$ cat src/tpg_map.vh
`ifndef TPG_MAP_VH
`define TPG_MAP_VH

// number of generator blocks and outputs per block
`define TPG_NGEN      3
`define TPG_OUTS      2

// counter events, bit index in the event vector
`define TPG_EV_ZERO   0
`define TPG_EV_LOAD   1
`define TPG_EV_AUP    2
`define TPG_EV_ADN    3
`define TPG_EV_BUP    4
`define TPG_EV_BDN    5
`define TPG_EV_N      6

// output action codes, two bits per event
`define TPG_ACT_W     2
`define TPG_ACT_NONE  2'h0
`define TPG_ACT_TOG   2'h1
`define TPG_ACT_LOW   2'h2
`define TPG_ACT_HIGH  2'h3

// reset values and direction codes
`define TPG_RST_BIT   1'b0
`define TPG_DIR_DOWN  1'b0
`define TPG_DIR_UP    1'b1

`endif

$ cat src/tpg_pwm.v
// Summary of operation
// - three generators: counter, comparators, signals, deadband
// - down mode counts load to zero, reloads
// - up/down mode counts zero to load, back
// - direction plus one-cycle zero and load pulses
// - match pulses, direction qualified in up/down
// - match above load never fires
// - four events down, six up/down
// - matches ignored when coinciding zero or load
// - coincident matches: A to first, B second
// - per event action: none, toggle, low, high
// - deadband: delayed rise, inverted delayed complement
// - interrupt on any selected counter event
// - converter trigger from separate event selection
// - interrupt and trigger use raw events
// - global reset clears selected counters together
// - immediate update takes effect at zero
// - synchronous update waits global strobe, then zero
// - update mode chosen per generator
// - per-output fault forcing inactive, fault interrupt
// - stall: keep running or halt at zero
// - enable mask and optional inversion per pin
`timescale 1ns/1ps
`default_nettype none
`include "tpg_map.vh"

module tpg_pwm #(
  parameter CW = 16,
  parameter DW = 8
) (
  input  wire                              clk_sys,
  input  wire                              resetn,
  input  wire [`TPG_NGEN-1:0]              gen_run,
  input  wire [`TPG_NGEN-1:0]              gen_updown,
  input  wire [`TPG_NGEN-1:0]              gen_sync_update,
  input  wire [`TPG_NGEN-1:0]              gen_stall_halt,
  input  wire [`TPG_NGEN-1:0]              gen_deadband_en,
  input  wire [`TPG_NGEN-1:0]              counter_reset,
  input  wire                              global_update,
  input  wire                              debug_stall,
  input  wire [`TPG_NGEN*CW-1:0]           load_value,
  input  wire [`TPG_NGEN*CW-1:0]           match_a_value,
  input  wire [`TPG_NGEN*CW-1:0]           match_b_value,
  input  wire [`TPG_NGEN*`TPG_EV_N*2-1:0]  first_action,
  input  wire [`TPG_NGEN*`TPG_EV_N*2-1:0]  second_action,
  input  wire [`TPG_NGEN*DW-1:0]           rise_delay,
  input  wire [`TPG_NGEN*DW-1:0]           fall_delay,
  input  wire [`TPG_NGEN*`TPG_EV_N-1:0]    irq_select,
  input  wire [`TPG_NGEN*`TPG_EV_N-1:0]    trigger_select,
  input  wire                              fault_in,
  input  wire [`TPG_NGEN*2-1:0]            fault_enable,
  input  wire                              fault_irq_enable,
  input  wire [`TPG_NGEN*2-1:0]            out_enable,
  input  wire [`TPG_NGEN*2-1:0]            out_invert,
  output reg  [`TPG_NGEN*2-1:0]            pwm_pin,
  output reg  [`TPG_NGEN*2-1:0]            pwm_pin_oe,
  output reg  [`TPG_NGEN-1:0]              gen_irq,
  output reg  [`TPG_NGEN-1:0]              adc_trigger,
  output reg                               fault_irq,
  output wire [`TPG_NGEN*CW-1:0]           count_value,
  output wire [`TPG_NGEN-1:0]              count_dir
);

  localparam NG = `TPG_NGEN;
  localparam NO = NG * `TPG_OUTS;
  localparam NE = `TPG_EV_N;
  localparam AW = `TPG_EV_N * `TPG_ACT_W;
  localparam [CW-1:0] CNT_ZERO = {CW{1'b0}};
  localparam [CW-1:0] CNT_ONE  = {{(CW-1){1'b0}}, 1'b1};
  localparam [DW-1:0] DB_ZERO  = {DW{1'b0}};
  localparam [DW-1:0] DB_ONE   = {{(DW-1){1'b0}}, 1'b1};
  // event groups of each comparator, for coincidence steering
  localparam [NE-1:0] EV_ONE   = {{(NE-1){1'b0}}, 1'b1};
  localparam [NE-1:0] A_EVENTS = (EV_ONE << `TPG_EV_AUP) | (EV_ONE << `TPG_EV_ADN);
  localparam [NE-1:0] B_EVENTS = (EV_ONE << `TPG_EV_BUP) | (EV_ONE << `TPG_EV_BDN);

  // one action applied to the current output level
  function act_apply;
    input       cur;
    input [1:0] act;
    begin
      case (act)
        `TPG_ACT_NONE: act_apply = cur;
        `TPG_ACT_TOG:  act_apply = ~cur;
        `TPG_ACT_LOW:  act_apply = 1'b0;
        `TPG_ACT_HIGH: act_apply = 1'b1;
        default:       act_apply = cur;
      endcase
    end
  endfunction

  // all active events applied in index order
  function act_chain;
    input          cur;
    input [NE-1:0] ev;
    input [AW-1:0] acts;
    integer        e;
    reg            v;
    begin
      v = cur;
      for (e = 0; e < NE; e = e + 1) begin
        if (ev[e])
          v = act_apply(v, acts[e*`TPG_ACT_W +: `TPG_ACT_W]);
      end
      act_chain = v;
    end
  endfunction

  wire [NO-1:0] gen_sig;
  wire [NG-1:0] irq_hit;
  wire [NG-1:0] trig_hit;
  wire [NO-1:0] fault_mask;
  wire [NO-1:0] next_pin;

  genvar g;
  generate
    for (g = 0; g < NG; g = g + 1) begin : gen_blk
      reg  [CW-1:0] cnt;
      reg           dir;
      reg  [CW-1:0] hold_load;
      reg  [CW-1:0] hold_a;
      reg  [CW-1:0] hold_b;
      reg  [CW-1:0] use_load;
      reg  [CW-1:0] use_a;
      reg  [CW-1:0] use_b;
      reg           first_generator_output;
      reg           second_generator_output;
      reg  [DW-1:0] rise_cnt;
      reg  [DW-1:0] fall_cnt;
      reg           db_first;
      reg           db_second;
      wire          at_zero;
      wire          at_load;
      wire          step;
      wire          hit_a;
      wire          hit_b;
      wire          both_hit;
      wire [NE-1:0] ev;
      wire [NE-1:0] ev_first;
      wire [NE-1:0] ev_second;
      wire          rise_done;
      wire          fall_done;
      wire [CW-1:0] load_in;
      wire [CW-1:0] match_a_in;
      wire [CW-1:0] match_b_in;
      wire [AW-1:0] acts_first;
      wire [AW-1:0] acts_second;
      wire [DW-1:0] rise_len;
      wire [DW-1:0] fall_len;
      wire [NE-1:0] irq_mask;
      wire [NE-1:0] trig_mask;
      wire [NE-1:0] irq_ev;
      wire [NE-1:0] trig_ev;

      // this generator's slice of the packed inputs
      assign load_in     = load_value[g*CW +: CW];
      assign match_a_in  = match_a_value[g*CW +: CW];
      assign match_b_in  = match_b_value[g*CW +: CW];
      assign acts_first  = first_action[g*AW +: AW];
      assign acts_second = second_action[g*AW +: AW];
      assign rise_len    = rise_delay[g*DW +: DW];
      assign fall_len    = fall_delay[g*DW +: DW];
      assign irq_mask    = irq_select[g*NE +: NE];
      assign trig_mask   = trigger_select[g*NE +: NE];

      // counter state decode
      assign at_zero = (cnt == CNT_ZERO);
      assign at_load = (cnt == use_load);

      // counter advances unless halted at zero under stall
      assign step = gen_run[g] & ~(debug_stall & gen_stall_halt[g] & at_zero);

      // comparator hits, suppressed above load and on zero or load
      assign hit_a = (cnt == use_a) & (use_a <= use_load)
                     & ~at_zero & ~at_load;
      assign hit_b = (cnt == use_b) & (use_b <= use_load)
                     & ~at_zero & ~at_load;
      assign both_hit = hit_a & hit_b;

      // raw one-cycle events
      assign ev[`TPG_EV_ZERO] = step & at_zero;
      assign ev[`TPG_EV_LOAD] = step & at_load;
      assign ev[`TPG_EV_AUP]  = step & hit_a & dir;
      assign ev[`TPG_EV_ADN]  = step & hit_a & ~dir;
      assign ev[`TPG_EV_BUP]  = step & hit_b & dir;
      assign ev[`TPG_EV_BDN]  = step & hit_b & ~dir;

      // coincident matches steer A to first and B to second
      assign ev_first  = both_hit ? (ev & ~B_EVENTS) : ev;
      assign ev_second = both_hit ? (ev & ~A_EVENTS) : ev;

      // new values staged per update mode
      always @(posedge clk_sys or negedge resetn) begin
        if (!resetn) begin
          hold_load <= CNT_ZERO;
          hold_a    <= CNT_ZERO;
          hold_b    <= CNT_ZERO;
        end else if (!gen_sync_update[g] || global_update) begin
          hold_load <= load_in;
          hold_a    <= match_a_in;
          hold_b    <= match_b_in;
        end
      end

      // staged values take effect at counter zero
      always @(posedge clk_sys or negedge resetn) begin
        if (!resetn) begin
          use_load <= CNT_ZERO;
          use_a    <= CNT_ZERO;
          use_b    <= CNT_ZERO;
        end else if (ev[`TPG_EV_ZERO] || counter_reset[g]) begin
          use_load <= hold_load;
          use_a    <= hold_a;
          use_b    <= hold_b;
        end
      end

      // counter, one step per clock
      always @(posedge clk_sys or negedge resetn) begin
        if (!resetn) begin
          cnt <= CNT_ZERO;
          dir <= `TPG_DIR_DOWN;
        end else if (counter_reset[g]) begin
          cnt <= CNT_ZERO;
          dir <= `TPG_DIR_DOWN;
        end else if (step) begin
          if (!gen_updown[g]) begin
            dir <= `TPG_DIR_DOWN;
            if (at_zero)
              cnt <= hold_load;
            else
              cnt <= cnt - CNT_ONE;
          end else if (dir == `TPG_DIR_UP) begin
            if (at_load) begin
              dir <= `TPG_DIR_DOWN;
              if (!at_zero)
                cnt <= cnt - CNT_ONE;
            end else begin
              cnt <= cnt + CNT_ONE;
            end
          end else begin
            if (at_zero) begin
              dir <= `TPG_DIR_UP;
              if (!at_load)
                cnt <= cnt + CNT_ONE;
            end else begin
              cnt <= cnt - CNT_ONE;
            end
          end
        end
      end

      // signal generator, both outputs
      always @(posedge clk_sys or negedge resetn) begin
        if (!resetn) begin
          first_generator_output  <= `TPG_RST_BIT;
          second_generator_output <= `TPG_RST_BIT;
        end else begin
          first_generator_output  <= act_chain(first_generator_output, ev_first,
                                               acts_first);
          second_generator_output <= act_chain(second_generator_output, ev_second,
                                               acts_second);
        end
      end

      // dead-band delay counters
      assign rise_done = (rise_cnt >= rise_len);
      assign fall_done = (fall_cnt >= fall_len);

      always @(posedge clk_sys or negedge resetn) begin
        if (!resetn) begin
          rise_cnt <= DB_ZERO;
          fall_cnt <= DB_ZERO;
        end else begin
          if (!first_generator_output)
            rise_cnt <= DB_ZERO;
          else if (!rise_done)
            rise_cnt <= rise_cnt + DB_ONE;
          if (first_generator_output)
            fall_cnt <= DB_ZERO;
          else if (!fall_done)
            fall_cnt <= fall_cnt + DB_ONE;
        end
      end

      // dead-band stage or pass-through
      always @(posedge clk_sys or negedge resetn) begin
        if (!resetn) begin
          db_first  <= `TPG_RST_BIT;
          db_second <= `TPG_RST_BIT;
        end else if (gen_deadband_en[g]) begin
          db_first  <= first_generator_output & rise_done;
          db_second <= ~first_generator_output & fall_done;
        end else begin
          db_first  <= first_generator_output;
          db_second <= second_generator_output;
        end
      end

      assign gen_sig[`TPG_OUTS*g]     = db_first;
      assign gen_sig[`TPG_OUTS*g + 1] = db_second;

      // event selectors from raw events
      assign irq_ev      = ev & irq_mask;
      assign trig_ev     = ev & trig_mask;
      assign irq_hit[g]  = |irq_ev;
      assign trig_hit[g] = |trig_ev;

      assign count_value[g*CW +: CW] = cnt;
      assign count_dir[g]            = dir;
    end
  endgenerate

  // event interrupt and trigger pulses, one cycle each; fault interrupt follows the fault input
  always @(posedge clk_sys or negedge resetn) begin
    if (!resetn) begin
      gen_irq     <= {NG{1'b0}};
      adc_trigger <= {NG{1'b0}};
      fault_irq   <= `TPG_RST_BIT;
    end else begin
      gen_irq     <= irq_hit;
      adc_trigger <= trig_hit;
      fault_irq   <= fault_in & fault_irq_enable;
    end
  end

  // fault forcing ahead of the pin inversion
  assign fault_mask = fault_enable & {NO{fault_in}};
  assign next_pin   = out_enable & ((gen_sig & ~fault_mask) ^ out_invert);

  // output control: fault force, inversion, enable mask
  always @(posedge clk_sys or negedge resetn) begin
    if (!resetn) begin
      pwm_pin    <= {NO{1'b0}};
      pwm_pin_oe <= {NO{1'b0}};
    end else begin
      pwm_pin    <= next_pin;
      pwm_pin_oe <= out_enable;
    end
  end

endmodule // tpg_pwm
`default_nettype wire

$ cat config.mk
export PLATFORM = sky130hd
export DESIGN_NAME = tpg_pwm
export DESIGN_NICKNAME = d
export VERILOG_FILES = /design/src/tpg_pwm.v
export VERILOG_INCLUDE_DIRS = /design/src
export SDC_FILE = /design/constraint.sdc
export NUM_CORES = 1
export LEC_CHECK = 0
export BUFFER_PORTS_ARGS = -buffer_cell sky130_fd_sc_hd__buf_2
export CORE_UTILIZATION = 39
export CTS_BUF_LIST = sky130_fd_sc_hd__clkbuf_4
export DETAILED_ROUTE_END_ITERATION = 6
export PLACE_DENSITY = 0.68
export SETUP_SLACK_MARGIN = 0.4
export SLEW_MARGIN = 20
export SYNTH_ARGS = -nofsm -noshare
export SYNTH_HDL_FRONTEND = slang
export SYNTH_SLANG_ARGS = --single-unit
export TNS_END_PERCENT = 30
$ cat constraint.sdc
create_clock -name clk_sys -period 3 [get_ports clk_sys]
set_input_delay 0.6 -clock clk_sys [delete_from_list [all_inputs] [get_ports clk_sys]]
set_output_delay 0.6 -clock clk_sys [all_outputs]
set_load 0.01 [all_outputs]
==> metrics.txt <==
FMAX=314 MHz; critical path fanouts, max=4; multi-input logic area=16200 um^2; antenna-violating nets left=0; CP endpoint kind=register; path type of the worst min-delay path=primary input to register; Tmin final=3.19 ns; number of enable flip-flop cells after synthesis=0; Cell Area, Placed=31000 um^2; most common cell after layout, fill and taps aside=buf_2; H-tree depth=3; Root Buffer=clkbuf_4; core box area=64700 um^2; TritonCTS Buffers=117; main flop type after synthesis=dfrtp_1; final-stage net count=4014; dpl cells=3951; Finished Core Util=57.8%; hpwl dp=62300 um; initial DRC count=1816; switching power=10.7 mW; setup violators final=5; ys async rst share=100%; Die Y=258 um; Die Footprint=66700 um^2; # clock sinks=418; Total Routed Length=88500 um; Register Area=10500 um^2; Vias/cell=5.41; Non-Filler Instances=4457; I/O pins=412; Pre-antenna DRT Iters=7; register area share after synthesis=40.9%; Total GRT Usage=25.8%; CTS tree=done; vias in the first global route=24645; power consumption=27.0 mW; WP data required=3.78 ns; die width=258 um; Max rail drop VDD=469 uV; Avg WL per Cell=19.9 um; Top delay family on crit path=simple AND/OR/NAND/NOR gates; failing checks=setup timing; max cap viols=0; RSZ-0062 raised after global routing=true; Critical-path top delay cell=dfrtp_2; crit start category=register; first-pass GRT wire length=135000 um; Power Dens Cells=722 nW/um^2; pin count of the biggest net entering global routing=72; Crit Path Class=register to register; Crit path buffers/inverters=1; Tcrit/Tclk final=106%; Placer Congestion=0.934; clock buffer depth=3; arrival time at the worst endpoint=3.97 ns; post-synthesis cell area=25600 um^2; Clk network pwr share=19.5%; clock latency on the worst-skew pair=0.90 ns; Pint=16.4 mW; layout cells sized above 1=46.6%; warnings from Yosys=0; Final Instance Area=37400 um^2; sequential share of power=30.1%; number of placement rows=93; initial antenna violation count=7; Pleak=17.4 nW; initial core utilization=39.6%; Synth Net Count=3011; DR vias=24096; Layout area overhead=46.2%; DRC=0; synthesized area per cell=10.2 um^2; Max Clock Skew=0.0772 ns; outcome=finished, violations left; PortBufs=411; Distinct cells, synth=88; GRT overflow=0; Slew @ Worst Pin=0.669 ns; Sw Share=39.4%; setup ws final=-0.186 ns; Fillers=5388; post-synthesis cell count=2510; CTS clk-pin slew, worst paths=0.06 ns; Critical Path, Cell by Cell=ha_4 -> nand2_2 -> or3_4 -> or3_1 -> o211ai_1 -> nand4_1 -> buf_4 -> or3b_4 -> nor3_4 -> nor3b_2 -> o21bai_1 -> and4b_1; combinational power share=50.4%; Slew Limit Fails=0; most frequent cells in the layout=410 x buf_2, 384 x dfrtp_1, 309 x buf_4; Yosys reg bits=418; endpoints failing hold=0; Largest stage delay, worst path=0.44 ns; Slew headroom=55.4%
==> path summary, 6_finish.rpt <==
path	cells after the start	startpoint	endpoint	slack (ns)
hold reg to reg	1	gen_blk[1].hold_b[1]	gen_blk[1].use_b[1]	0.46
hold / removal	3	gen_updown[1]	gen_blk[1].cnt[14]	0.09
max in group asynchronous	3	resetn	gen_blk[0].use_b[7]	1.81
min in group asynchronous	2	resetn	gen_blk[2].hold_b[8]	0.31
setup reg to reg	12	gen_blk[1].use_b[15]	gen_blk[1].second_generator_output	-0.19
setup / recovery	12	gen_blk[1].use_b[15]	gen_blk[1].second_generator_output	-0.19
==> repair_timing <==
action	in CTS	in global routing
cloned	2	0
hold endpoints to repair	228	0
buffers inserted	53	53
pin swaps	168	224
endpoints found under the setup margin	89	152
hold buffers	190	0
resized for setup	271	233
==> through the flow <==
stage,hold slack (ns),worst slack (ns),TNS (ns)
global route,-0.00728,-0.257,-1.76
CTS,0.00154,-0.122,-0.231
detailed placement,0.493,-0.287,-1.50
global placement,0.482,-0.221,-1.01
floorplan,0.304,-0.121,-0.154
finish,0.0913,-0.186,-0.464
==> synth_stat cells, types with 5 or more instances <==
cell type	number	area, um^2
o21a_1	7	52.6
ha_1	159	1990
a21o_1	55	413
and2_1	24	150
nand2b_1	31	194
o22a_1	7	61.3
a31o_2	9	78.8
buf_2	32	160
o211ai_1	25	188
a22oi_1	10	75.1
or2_2	8	50.1
nor2b_1	14	87.6
nor4_1	34	213
and3_1	24	150
buf_1	23	86.3
or3_1	18	113
a2111oi_0	9	78.8
nand4_1	67	419
and4_1	10	87.6
nand3b_1	8	60.1
a32oi_1	8	70.1
a41oi_1	7	61.3
o21ai_0	85	425
xor2_1	77	674
nand2_1	140	526
a211oi_1	23	173
a21oi_1	121	606
clkbuf_1	67	251
inv_1	139	522
nor3b_1	11	82.6
o22ai_1	5	31.3
nor3_1	44	220
dfrtp_1	418	10500
buf_4	5	37.5
nor4b_1	6	52.6
o21bai_1	5	37.5
mux2_2	301	3390
mux2i_1	33	330
or4_1	5	37.5
nand3_1	58	290
nor2_1	150	563
xnor2_1	121	1060
o31ai_1	6	45.0
a222oi_1	6	60.1
a31oi_1	15	93.8
==> cell type report <==
| type | instances | area share (%) |
|---|---|---|
| antenna | 6 | 0.0401 |
| clock buffer | 171 | 3.43 |
| clock inverter | 31 | 0.482 |
| inverter | 140 | 1.46 |
| multi-input combinational | 1823 | 43.2 |
| sequential | 418 | 28.1 |
| tap | 855 | 2.86 |
| timing repair buffer | 1013 | 20.4 |
==> registers in the layout (all words and copies together) (netlist names) <==
register and count:
gen_blk.use_a 48, gen_blk.use_load 48, gen_irq 3, pwm_pin 6, gen_blk.hold_load 48, gen_blk.db_first 3, gen_blk.use_b 48, gen_blk.fall_cnt 24
gen_blk.hold_b 48, gen_blk.hold_a 48, gen_blk.rise_cnt 24, pwm_pin_oe 6, gen_blk.first_generator_output 3, gen_blk.dir 3, gen_blk.db_second 3, gen_blk.second_generator_output 3
gen_blk.cnt 48, fault_irq 1, adc_trigger 3
==> layer usage <==
layer | GRT usage, % | wire (um) | part of all wire (%)
met4 | 12.5 | 4100 | 4.6
met2 | 41.7 | 41800 | 47
met5 | 0 | 11 | 0.012
met1 | 33.2 | 36500 | 41
met3 | 4.73 | 6070 | 6.9
==> power by group through the flow <==
stage	Clock [mW]	Combinational, mW	Sequential [mW]
final	5.27	13.6	8.14
after global routing	5.77	14.7	8.24
after CTS	5.42	12.0	8.05
after detailed placement	0	10.6	8.11
after global placement	0	10.5	8.09
after floorplan	0	6.95	7.65
==> worst register-to-register path: cells and delay by family, from the launching register on <==
kind | cells | cell delay [ns]
buf+inv | 1 | 0.22
flops | 1 | 0.44
fa+ha+maj | 1 | 0.29
compound gates | 2 | 0.18
simple gates | 8 | 1.93
==> kinds of logic after synthesis <==
| logic type | Yosys count | share of synthesized area, % |
|---|---|---|
| DFF | 418 | 40.9 |
| xor gates and xnor gates | 198 | 6.77 |
| AOI/OAI and AO/OA | 456 | 11.9 |
| buffers and inverters | 270 | 4.25 |
| muxes | 335 | 14.6 |
| and+or+nand+nor | 674 | 13.8 |
| adders and majority gates | 159 | 7.77 |
(Power assumes the default switching activity.)
